`config.mk`:
```
export PLATFORM = sky130hd
export DESIGN_NAME = osd_serial_command_decoder
export DESIGN_NICKNAME = d
export VERILOG_FILES = /design/src/osd_pkg.sv /design/src/osd_serial_command_decoder.sv
export VERILOG_INCLUDE_DIRS = /design/src /design/src/src
export SDC_FILE = /design/constraint.sdc
export NUM_CORES = 2
export LEC_CHECK = 0
export BUFFER_PORTS_ARGS = -buffer_cell sky130_fd_sc_hd__buf_4
export CORE_MARGIN = 2
export CORE_UTILIZATION = 40
export CTS_CLUSTER_SIZE = 20
export DETAILED_ROUTE_END_ITERATION = 10
export HOLD_SLACK_MARGIN = 0.15
export PLACE_DENSITY = 0.66
export REMOVE_ABC_BUFFERS = 1
export SYNTH_ARGS = -nofsm -noshare
export SYNTH_HDL_FRONTEND = slang
export SYNTH_SLANG_ARGS = --single-unit
export TNS_END_PERCENT = 30
```
`constraint.sdc`:
```
create_clock -name clk_i -period 7.57 [get_ports clk_i]
set_input_delay 0.3785 -clock clk_i [delete_from_list [all_inputs] [get_ports clk_i]]
set_output_delay 0.3785 -clock clk_i [all_outputs]
set_load 0.01 [all_outputs]
```
`src/osd_params.svh`:
```
/*
 Constants for the serial command decoder: command prefixes, reset values
 and oscillator timing. Assumes inclusion by bare name from src/.
*/
`ifndef OSD_PARAMS_SVH
`define OSD_PARAMS_SVH
// Command prefixes on the upper data bits
`define OSD_PFX_FMT 6'h3F
`define OSD_PFX_ATTR 4'h8
`define OSD_PFX_ROW 4'h9
`define OSD_PFX_COL 3'h5
`define OSD_PFX_BG 3'h6
`define OSD_PFX_CTL 4'hE
`define OSD_PFX_FRG 6'h3C
`define OSD_PFX_VPOS 2'h1
`define OSD_PFX_HPOS 3'h6
`define OSD_PFX_SIZE 2'h2
`define OSD_PFX_TEST 4'hE
// Test code that leaves test mode without resetting sizes
`define OSD_TEST_RELEASE 4'h0
// Reset values
`define OSD_RST_TEST 1'b1
`define OSD_RST_BANK 1'b0
`define OSD_RST_SIZE 2'h0
`define OSD_OFF_CODE 7'h7F
// Dot clock half periods in system clocks, normal and double speed
`define OSD_OSC_HALF 4'h4
`define OSD_OSC_HALF_DS 4'h2
`endif

```
`src/osd_pkg.sv`:
```
/*
 Types shared by the command decoder: character attributes and cells.
 Assumes nothing of its surroundings.
*/
package osd_pkg;
   // Colour and blink attribute of one character
   typedef struct packed {
      logic blink;
      logic red;
      logic green;
      logic blue;
   } osd_attr_t;
   // One stored character cell
   typedef struct packed {
      logic [6:0] char_code;
      osd_attr_t attr;
   } osd_cell_t;
endpackage : osd_pkg

```
`src/osd_serial_command_decoder.sv`:
```
/*
 Serial command front end of an on-screen character display: shifts in
 8-bit words, decodes them over two banks, holds the character store and
 display settings, and gates the dot oscillator on horizontal sync.
 Assumes every pin input is asynchronous to clk_i and that the serial
 clock is much slower than clk_i (at least four clocks per level).
*/
// What this block does
// - Each serial clock rise shifts the data bit into an 8-bit register.
// - Strobe rise takes the whole 8-bit word and executes it.
// - After a character word, strobe fall advances the write address.
// - 111111 words select bank and format reset; bank 1 sets test mode.
// - Bank 0 carries character codes and per-character blink and colour.
// - Bank 0 row command loads a 4-bit row index.
// - Bank 0 column command loads a 5-bit column index.
// - Bank 0 loads display, blink, oscillator, fringe and background.
// - Bank 1 loads double-speed select and vertical start position.
// - Bank 1 loads the horizontal start position.
// - Bank 1 loads two size bits into the chosen row's size register.
// - Hold low stops the oscillator and forces colour and blanking low.
// - Monitor output is high when any colour output is high.
// - Oscillator runs only while horizontal sync is high, restarted on rise.
// - Clock output is the inverse of the oscillator output.
// - Bank select decides how later words are decoded.
// - In test mode only format selection and bank 1 test words are accepted.
// - Format reset clears every row size register to zero.
`timescale 1ns/1ps
`include "osd_params.svh"
module osd_serial_command_decoder #(
   parameter int ROWS = 12,
   parameter int COLS = 24
) (
   input wire logic clk_i,
   input wire logic rst_i,
   input wire logic serial_data_i,
   input wire logic serial_clk_i,
   input wire logic command_strobe_i,
   input wire logic hsync_i,
   input wire logic hold_i,
   input wire logic [3:0] scan_row_i,
   input wire logic [4:0] scan_col_i,
   output logic busy_o,
   output logic red_char_out_o,
   output logic green_char_out_o,
   output logic blue_char_out_o,
   output logic video_blanking_out_o,
   output logic char_activity_monitor_o,
   output logic osc_out_o,
   output logic osc_clock_out_o,
   output osd_pkg::osd_cell_t scan_cell_o,
   output logic bank_select_bit_o,
   output logic test_mode_o,
   output logic [3:0] test_code_o,
   output logic [3:0] row_index_o,
   output logic [4:0] column_index_o,
   output osd_pkg::osd_attr_t char_attr_o,
   output logic display_enable_o,
   output logic [1:0] blink_rate_o,
   output logic osc_enable_o,
   output logic [1:0] fringe_ctrl_o,
   output logic [1:0] background_style_o,
   output logic [2:0] background_color_o,
   output logic double_speed_select_o,
   output logic [4:0] vertical_position_o,
   output logic [4:0] horizontal_position_o,
   output logic [2*ROWS-1:0] char_size_o
);
   import osd_pkg::*;

   ////////////////////////////////////////////////////////////////////////
   // Pin synchronisers
   ////////////////////////////////////////////////////////////////////////
   logic [4:0] pin_meta_reg;
   logic [4:0] pin_sync_reg;
   logic [4:0] pin_prev_reg;
   wire [4:0] pins = {hold_i, hsync_i, command_strobe_i,
                      serial_clk_i, serial_data_i};

   // Two stages, then one more for edge detection off the clean copy
   always_ff @(posedge clk_i) begin
      pin_meta_reg <= pins;
      pin_sync_reg <= pin_meta_reg;
      pin_prev_reg <= pin_sync_reg;
   end

   wire data_s = pin_sync_reg[0];
   wire sclk_rise = pin_sync_reg[1] & ~pin_prev_reg[1];
   wire stb_rise = pin_sync_reg[2] & ~pin_prev_reg[2];
   wire stb_fall = ~pin_sync_reg[2] & pin_prev_reg[2];
   wire hsync_s = pin_sync_reg[3];
   wire hsync_rise = pin_sync_reg[3] & ~pin_prev_reg[3];
   wire hold_s = pin_sync_reg[4];

   ////////////////////////////////////////////////////////////////////////
   // Serial shift register
   ////////////////////////////////////////////////////////////////////////
   logic [7:0] shift_reg;

   // First bit ends up in bit 7
   always_ff @(posedge clk_i) begin
      if (rst_i) begin
         shift_reg <= 8'h00;
      end else if (sclk_rise) begin
         shift_reg <= {shift_reg[6:0], data_s};
      end
   end

   ////////////////////////////////////////////////////////////////////////
   // Command decode
   ////////////////////////////////////////////////////////////////////////
   logic bank_reg;
   logic test_reg;
   wire [7:0] w = shift_reg;
   wire b0 = ~bank_reg & ~test_reg;
   wire b1 = bank_reg & ~test_reg;
   wire is_fmt = w[7:2] == `OSD_PFX_FMT;
   wire is_tst = bank_reg & (w[7:4] == `OSD_PFX_TEST);
   wire is_chr = b0 & ~w[7];
   wire is_attr = b0 & (w[7:4] == `OSD_PFX_ATTR);
   wire is_row = b0 & (w[7:4] == `OSD_PFX_ROW);
   wire is_col = b0 & (w[7:5] == `OSD_PFX_COL);
   wire is_bg = b0 & (w[7:5] == `OSD_PFX_BG);
   wire is_ctl = b0 & (w[7:4] == `OSD_PFX_CTL);
   wire is_frg = b0 & (w[7:2] == `OSD_PFX_FRG);
   wire is_vp = b1 & (w[7:6] == `OSD_PFX_VPOS);
   wire is_hp = b1 & (w[7:5] == `OSD_PFX_HPOS);
   wire is_sz = b1 & (w[7:6] == `OSD_PFX_SIZE);
   // Strobe commits the word; format words win over bank 1 test words
   wire ex = stb_rise;
   wire fmt_go = ex & is_fmt;
   wire fr_go = fmt_go & w[0];
   wire tst_go = ex & is_tst & ~is_fmt;
   wire rel_go = tst_go & (w[3:0] == `OSD_TEST_RELEASE);

   ////////////////////////////////////////////////////////////////////////
   // Bank and test mode
   ////////////////////////////////////////////////////////////////////////
   logic [3:0] tcode_reg;

   // Test mode is entered at reset, left by format reset or release code
   always_ff @(posedge clk_i) begin
      if (rst_i) begin
         bank_reg <= `OSD_RST_BANK;
         test_reg <= `OSD_RST_TEST;
         tcode_reg <= 4'h0;
      end else begin
         if (fmt_go) begin
            bank_reg <= w[1];
         end
         if (fr_go | rel_go) begin
            test_reg <= 1'b0;
         end else if (tst_go) begin
            test_reg <= 1'b1;
         end
         if (tst_go) begin
            tcode_reg <= w[3:0];
         end
      end
   end

   ////////////////////////////////////////////////////////////////////////
   // Write address and character store
   ////////////////////////////////////////////////////////////////////////
   logic [3:0] row_reg;
   logic [4:0] col_reg;
   logic chr_pend_reg;
   osd_attr_t attr_reg;
   osd_cell_t mem [ROWS][COLS];
   wire col_last = col_reg == 5'(COLS - 1);
   wire row_last = row_reg == 4'(ROWS - 1);
   wire in_range = (row_reg < 4'(ROWS)) & (col_reg < 5'(COLS));

   // Column steps along a row, then wraps into the next row
   always_ff @(posedge clk_i) begin
      if (rst_i) begin
         row_reg <= 4'h0;
         col_reg <= 5'h00;
         chr_pend_reg <= 1'b0;
         attr_reg <= '0;
      end else begin
         if (ex) begin
            chr_pend_reg <= is_chr;
         end else if (stb_fall) begin
            chr_pend_reg <= 1'b0;
         end
         if (ex & is_attr) begin
            attr_reg <= w[3:0];
         end
         if (ex & is_row) begin
            row_reg <= w[3:0];
         end else if (stb_fall & chr_pend_reg & col_last) begin
            row_reg <= row_last ? 4'h0 : row_reg + 4'h1;
         end
         if (ex & is_col) begin
            col_reg <= w[4:0];
         end else if (stb_fall & chr_pend_reg) begin
            col_reg <= col_last ? 5'h00 : col_reg + 5'h01;
         end
      end
   end

   // Character store has no reset; addresses past the screen are dropped
   always_ff @(posedge clk_i) begin
      if (ex & is_chr & in_range) begin
         mem[row_reg][col_reg] <= {w[6:0], attr_reg};
      end
   end

   // Registered read for the raster side
   wire scan_ok = (scan_row_i < 4'(ROWS)) & (scan_col_i < 5'(COLS));
   always_ff @(posedge clk_i) begin
      if (rst_i | ~scan_ok) begin
         scan_cell_o <= {`OSD_OFF_CODE, 4'h0};
      end else begin
         scan_cell_o <= mem[scan_row_i][scan_col_i];
      end
   end

   ////////////////////////////////////////////////////////////////////////
   // Display settings
   ////////////////////////////////////////////////////////////////////////
   logic [3:0] ctl_reg;
   logic [1:0] frg_reg;
   logic [4:0] bg_reg;
   logic [5:0] vp_reg;
   logic [4:0] hp_reg;

   // Oscillator enable defaults off so nothing runs before setup
   always_ff @(posedge clk_i) begin
      if (rst_i) begin
         ctl_reg <= 4'h0;
         frg_reg <= 2'h0;
         bg_reg <= 5'h00;
         vp_reg <= 6'h00;
         hp_reg <= 5'h00;
      end else if (ex) begin
         if (is_ctl) begin
            ctl_reg <= w[3:0];
         end
         if (is_frg) begin
            frg_reg <= w[1:0];
         end
         if (is_bg) begin
            bg_reg <= w[4:0];
         end
         if (is_vp) begin
            vp_reg <= w[5:0];
         end
         if (is_hp) begin
            hp_reg <= w[4:0];
         end
      end
   end

   // One size register per row, cleared together by format reset
   genvar r;
   generate
      for (r = 0; r < ROWS; r++) begin : g_size
         logic [1:0] size_reg;
         always_ff @(posedge clk_i) begin
            if (rst_i | fr_go) begin
               size_reg <= `OSD_RST_SIZE;
            end else if (ex & is_sz & (w[3:0] == 4'(r))) begin
               size_reg <= w[5:4];
            end
         end
         assign char_size_o[2*r +: 2] = size_reg;
      end
   endgenerate

   ////////////////////////////////////////////////////////////////////////
   // Busy
   ////////////////////////////////////////////////////////////////////////
   logic busy_reg;

   // High from strobe rise until the strobe falls and the step settles
   always_ff @(posedge clk_i) begin
      if (rst_i) begin
         busy_reg <= 1'b0;
      end else if (ex) begin
         busy_reg <= 1'b1;
      end else if (~pin_sync_reg[2] & ~pin_prev_reg[2]) begin
         // One clock past the fall, so the address step is still covered
         busy_reg <= 1'b0;
      end
   end

   ////////////////////////////////////////////////////////////////////////
   // Dot oscillator
   ////////////////////////////////////////////////////////////////////////
   logic [3:0] osc_cnt_reg;
   logic osc_reg;
   wire osc_run = hsync_s & hold_s & ctl_reg[0];
   wire [3:0] half = vp_reg[5] ? `OSD_OSC_HALF_DS : `OSD_OSC_HALF;
   wire osc_wrap = osc_cnt_reg == half - 4'h1;

   // Phase restarts on each sync rise so dots line up with the line
   always_ff @(posedge clk_i) begin
      if (rst_i | ~osc_run | hsync_rise) begin
         osc_cnt_reg <= 4'h0;
         osc_reg <= 1'b0;
      end else if (osc_wrap) begin
         osc_cnt_reg <= 4'h0;
         osc_reg <= ~osc_reg;
      end else begin
         osc_cnt_reg <= osc_cnt_reg + 4'h1;
      end
   end

   ////////////////////////////////////////////////////////////////////////
   // Video outputs
   ////////////////////////////////////////////////////////////////////////
   logic [2:0] rgb_reg;
   wire cell_on = scan_cell_o.char_code != `OSD_OFF_CODE;
   wire vid_on = hold_s & ctl_reg[3] & osc_run & cell_on;
   wire [2:0] rgb_next = vid_on ? {scan_cell_o.attr.red,
      scan_cell_o.attr.green, scan_cell_o.attr.blue} : 3'h0;

   // Hold forces colour low through vid_on
   always_ff @(posedge clk_i) begin
      if (rst_i) begin
         rgb_reg <= 3'h0;
      end else begin
         rgb_reg <= rgb_next;
      end
   end

   // Output mapping
   assign busy_o = busy_reg;
   assign red_char_out_o = rgb_reg[2];
   assign green_char_out_o = rgb_reg[1];
   assign blue_char_out_o = rgb_reg[0];
   assign video_blanking_out_o = |rgb_reg;
   assign char_activity_monitor_o = |rgb_reg;
   assign osc_out_o = osc_reg;
   assign osc_clock_out_o = ~osc_reg;
   assign bank_select_bit_o = bank_reg;
   assign test_mode_o = test_reg;
   assign test_code_o = tcode_reg;
   assign row_index_o = row_reg;
   assign column_index_o = col_reg;
   assign char_attr_o = attr_reg;
   assign display_enable_o = ctl_reg[3];
   assign blink_rate_o = ctl_reg[2:1];
   assign osc_enable_o = ctl_reg[0];
   assign fringe_ctrl_o = frg_reg;
   assign background_style_o = bg_reg[4:3];
   assign background_color_o = bg_reg[2:0];
   assign double_speed_select_o = vp_reg[5];
   assign vertical_position_o = vp_reg[4:0];
   assign horizontal_position_o = hp_reg;

endmodule : osd_serial_command_decoder

```
==> key figures <==
Critical path
  • Req. time, crit path: between 8000 and 9000 ps
  • R2R Path Start: column_index_o[4]
  • Reg2Reg Setup Slack: ~3500 ps
  • CP arrival: 4880 ps
  • Setup CP Type: in2reg
  • Capture point of the worst reg-to-reg path: mem[10][49]
  • FF-to-FF path depth: 3
  • Largest fanout on the critical path: 80
  • Nature of the critical path endpoint: flip-flop
  • Startpoint Class: input port

Global routing
  • Total GRT Usage: 21.0%
  • Initial antenna violation count: 14
  • Grt total ovfl: 0
  • Pin count of the biggest net entering global routing: ~220
  • First-pass GRT wire length: 485 mm
  • Vias in the first global route: 63,900

STA
  • Clock Skews: 67.4 ps
  • Hold Fails Final Rpt: 0
  • Post-route setup TNS: 0 ps
  • Minimum clock period: approximately 4100 ps
  • RSZ-0062 raised after global routing: false
  • Slew headroom: between 1 and 1.5%
  • Peak Freq: ~240 MHz
  • Final setup vio count: 0
  • Final Cycle Share: 54.0%
  • Slew @ Worst Pin: roughly 1500 ps
  • Max Slew Vio Count: 0
  • Final worst slack: ~3500 ps

Die
  • Core footprint: roughly 320,000 um2
  • Cell Rows: 206
  • I/O pins: 100
  • Starting density of the core: 40.3%
  • Die area: around 320,000 um2
  • Die Span Y: 567 um
  • Die Width: around 570 um

Placed design
  • PortBufs: 99
  • DP HPWL: ~200 mm
  • Gpl congestion: 0.850
  • DP Area: around 130,000 um2
  • Dpl ws: 2590 ps

Logic synthesis
  • Register area share after synthesis: 76.6%
  • Main combinational cell family by area after synthesis: multiplexers
  • Synth Area in Adders: less than 1%
  • Yosys cell types: around 80
  • Ys async rst share: 0%
  • Synthesized cell area: around 130,000 um2
  • Yosys reg bits: 3,275
  • Cell count after synthesis: between 6,000 and 7,000
  • Simple-Gate Fraction of Synth Area: approximately 3.2%
  • Ys Warns: 0
  • Number of synthesized flops with an enable pin: 3,168
  • Mux share of post-synthesis cell area: between 15 and 20%
  • Compound-Gate Fraction of Synth Area: under 10%
  • Post-Synth XOR/XNOR Area: 0.0345%
  • Top FF cell, synth: edfxtp_1
  • Syn avg cell area: between 20 and 25 um2

Clock network
  • Clk_lat worst skew: approximately 970 ps
  • Root buf cell: clkbuf_16
  • Clock transition at the registers of the reported paths: 60 ps
  • TritonCTS Buffers: ~340
  • Resize count post-CTS: 0
  • Max H-tree Level: 5
  • Sink Count: about 3,300
  • CTS tree: built
  • CTS max path bufs: 4

Finish
  • Design area: ~140,000 um2
  • Post-layout nets: 6,478
  • Layout area overhead: 13.2%
  • Largest register FFs: 3,168
  • Most frequent cells in the layout: edfxtp_1, mux4_2, nor2_1, clkbuf_16, buf_4
  • Commonest non-fill, non-tap cell in the layout: edfxtp_1
  • Layout cells sized above 1: approximately a quarter
  • Final core utilization: between 40% and 50%

Drt
  • DR WL/cell: around 32 um
  • Iteration-0 DRC Markers: 9,126
  • Drt pass-1 iters: 5
  • # DRC: 0
  • DR vias: about 65,000
  • DRT antenna net count: 0
  • Final WL: between 300 and 400 mm
  • Via density: a little under 6

Min path
  • Hold Path Sink: scan_cell_o[9]
  • Hold Path Depth: 3
  • Hold_sp: scan_col_i[3]
  • Worst min path class: in2reg

Pwr
  • Switching power: approximately 7600 uW
  • Clock power share: between 40% and 50%
  • Combinational share of power: between 4 and 5%
  • Switching share of total power: 20.7%
  • Int Pwr: between 20,000 and 30,000 uW
  • Leakage: roughly 0.046 uW
  • P per Cell Area: about 260 nW/um2
  • Reg power frac: between 50 and 60%
  • Max VDD drop: 0.000227 V

Outcome
  • Status: finished, final reports clean

Job
  • Max Cap Violations: 0
how the worst max path moves through the flow:
stage | startpoint | to | slack, ps | cells after the start
finish | scan_row_i[0] | scan_cell_o[10] | 3480 | 10
global placement | scan_row_i[0] | scan_cell_o[8] | 2350 | 10
global route | pin_prev_reg[2] | mem[10][49] | 3330 | 9
floorplan | shift_reg[2] | g_size[4].size_reg[0] | 1610 | 4
CTS | pin_prev_reg[2] | mem[8][47] | 3500 | 9
detailed placement | scan_row_i[0] | scan_cell_o[10] | 2590 | 10
repair_timing:
item / CTS / global route
hold buffers: 12 / 0
endpoints found under the hold margin: 57 / 0
setup buffers: 0 / 0
routing by layer:
metal,up-vias,wire (um),global-route usage [%]
met5,-,88,0
met4,14,14000,8.13
met3,657,37500,5.18
met2,3812,159000,32.2
met1,34400,133000,29.0
li1,25900,-,-
Yosys cell counts, types with 12 or more instances:
master / count / area share, %
mux2i_1: 217 / 1.7
nor2b_1: 19 / 0.094
buf_6: 35 / 0.31
edfxtp_1: 3168 / 75
a31oi_1: 34 / 0.17
a22oi_1: 14 / 0.083
buf_1: 50 / 0.15
a21oi_1: 91 / 0.36
inv_1: 17 / 0.050
mux2_2: 43 / 0.38
o21ai_0: 60 / 0.24
nand2_1: 324 / 0.96
mux4_2: 790 / 14
buf_2: 66 / 0.26
nand2b_1: 19 / 0.094
clkbuf_1: 172 / 0.51
a211oi_1: 31 / 0.18
nand3_1: 64 / 0.25
o21ai_1: 18 / 0.071
o221ai_1: 18 / 0.12
o211ai_1: 14 / 0.083
nor3_1: 30 / 0.12
dfxtp_1: 107 / 1.7
ha_1: 12 / 0.12
o22ai_1: 28 / 0.14
a32oi_1: 26 / 0.18
and2_1: 15 / 0.074
a311oi_1: 13 / 0.090
nor2_1: 436 / 1.3
buf_4: 54 / 0.32
through the flow:
stage               power, uW  cells  hold slack (ps)
floorplan               20700   5750              310
global placement        21500  10300              313
detailed placement      21500  10300              315
CTS                     37100  10900              162
global route            37800  10900              185
finish                  36900  10900              204
power by group through the flow:
stage	Sequential [uW]	Clock (uW)	Combinational, uW
2_1_floorplan	20000	0	684
3_3_place_gp	20000	0	1480
3_5_place_dp	20000	0	1480
4_1_cts	19600	16000	1490
5_1_grt	19600	16600	1550
6_report	19600	15800	1500
cell families (layout without fill, tap and decap cells):
family | Yosys count | in the layout
flip-flops | 3275 | 3275
multiplexers | 1054 | 1054
AND/OR/NAND/NOR | 963 | 963
AO/OA/AOI/OAI | 422 | 422
buffers and inverters | 397 | 971
adder cells (fa/ha/maj) | 12 | 12
XOR/XNOR | 5 | 5
other | 0 | 10
worst max-delay path, cell delays in order:
cell and delay (ps):
buf_12 390, buf_12 550, inv_2 70, buf_4 310, mux2i_1 470, o22ai_1 160, a311oi_1 550, a311oi_1 300
nor3_1 1050, nand3_1 180
cell type report:
cell class | instances | area, um2
Fill cell | 25900 | 172000
Sequential cell | 3275 | 97300
Multi-Input combinational cell | 2456 | 27700
Clock buffer | 448 | 9100
Tap cell | 4160 | 5200
Timing Repair Buffer | 360 | 3030
Clock inverter | 144 | 1200
Inverter | 19 | 86.3
Antenna cell | 10 | 25.0
No activity file was read; power rests on OpenSTA's default activity.
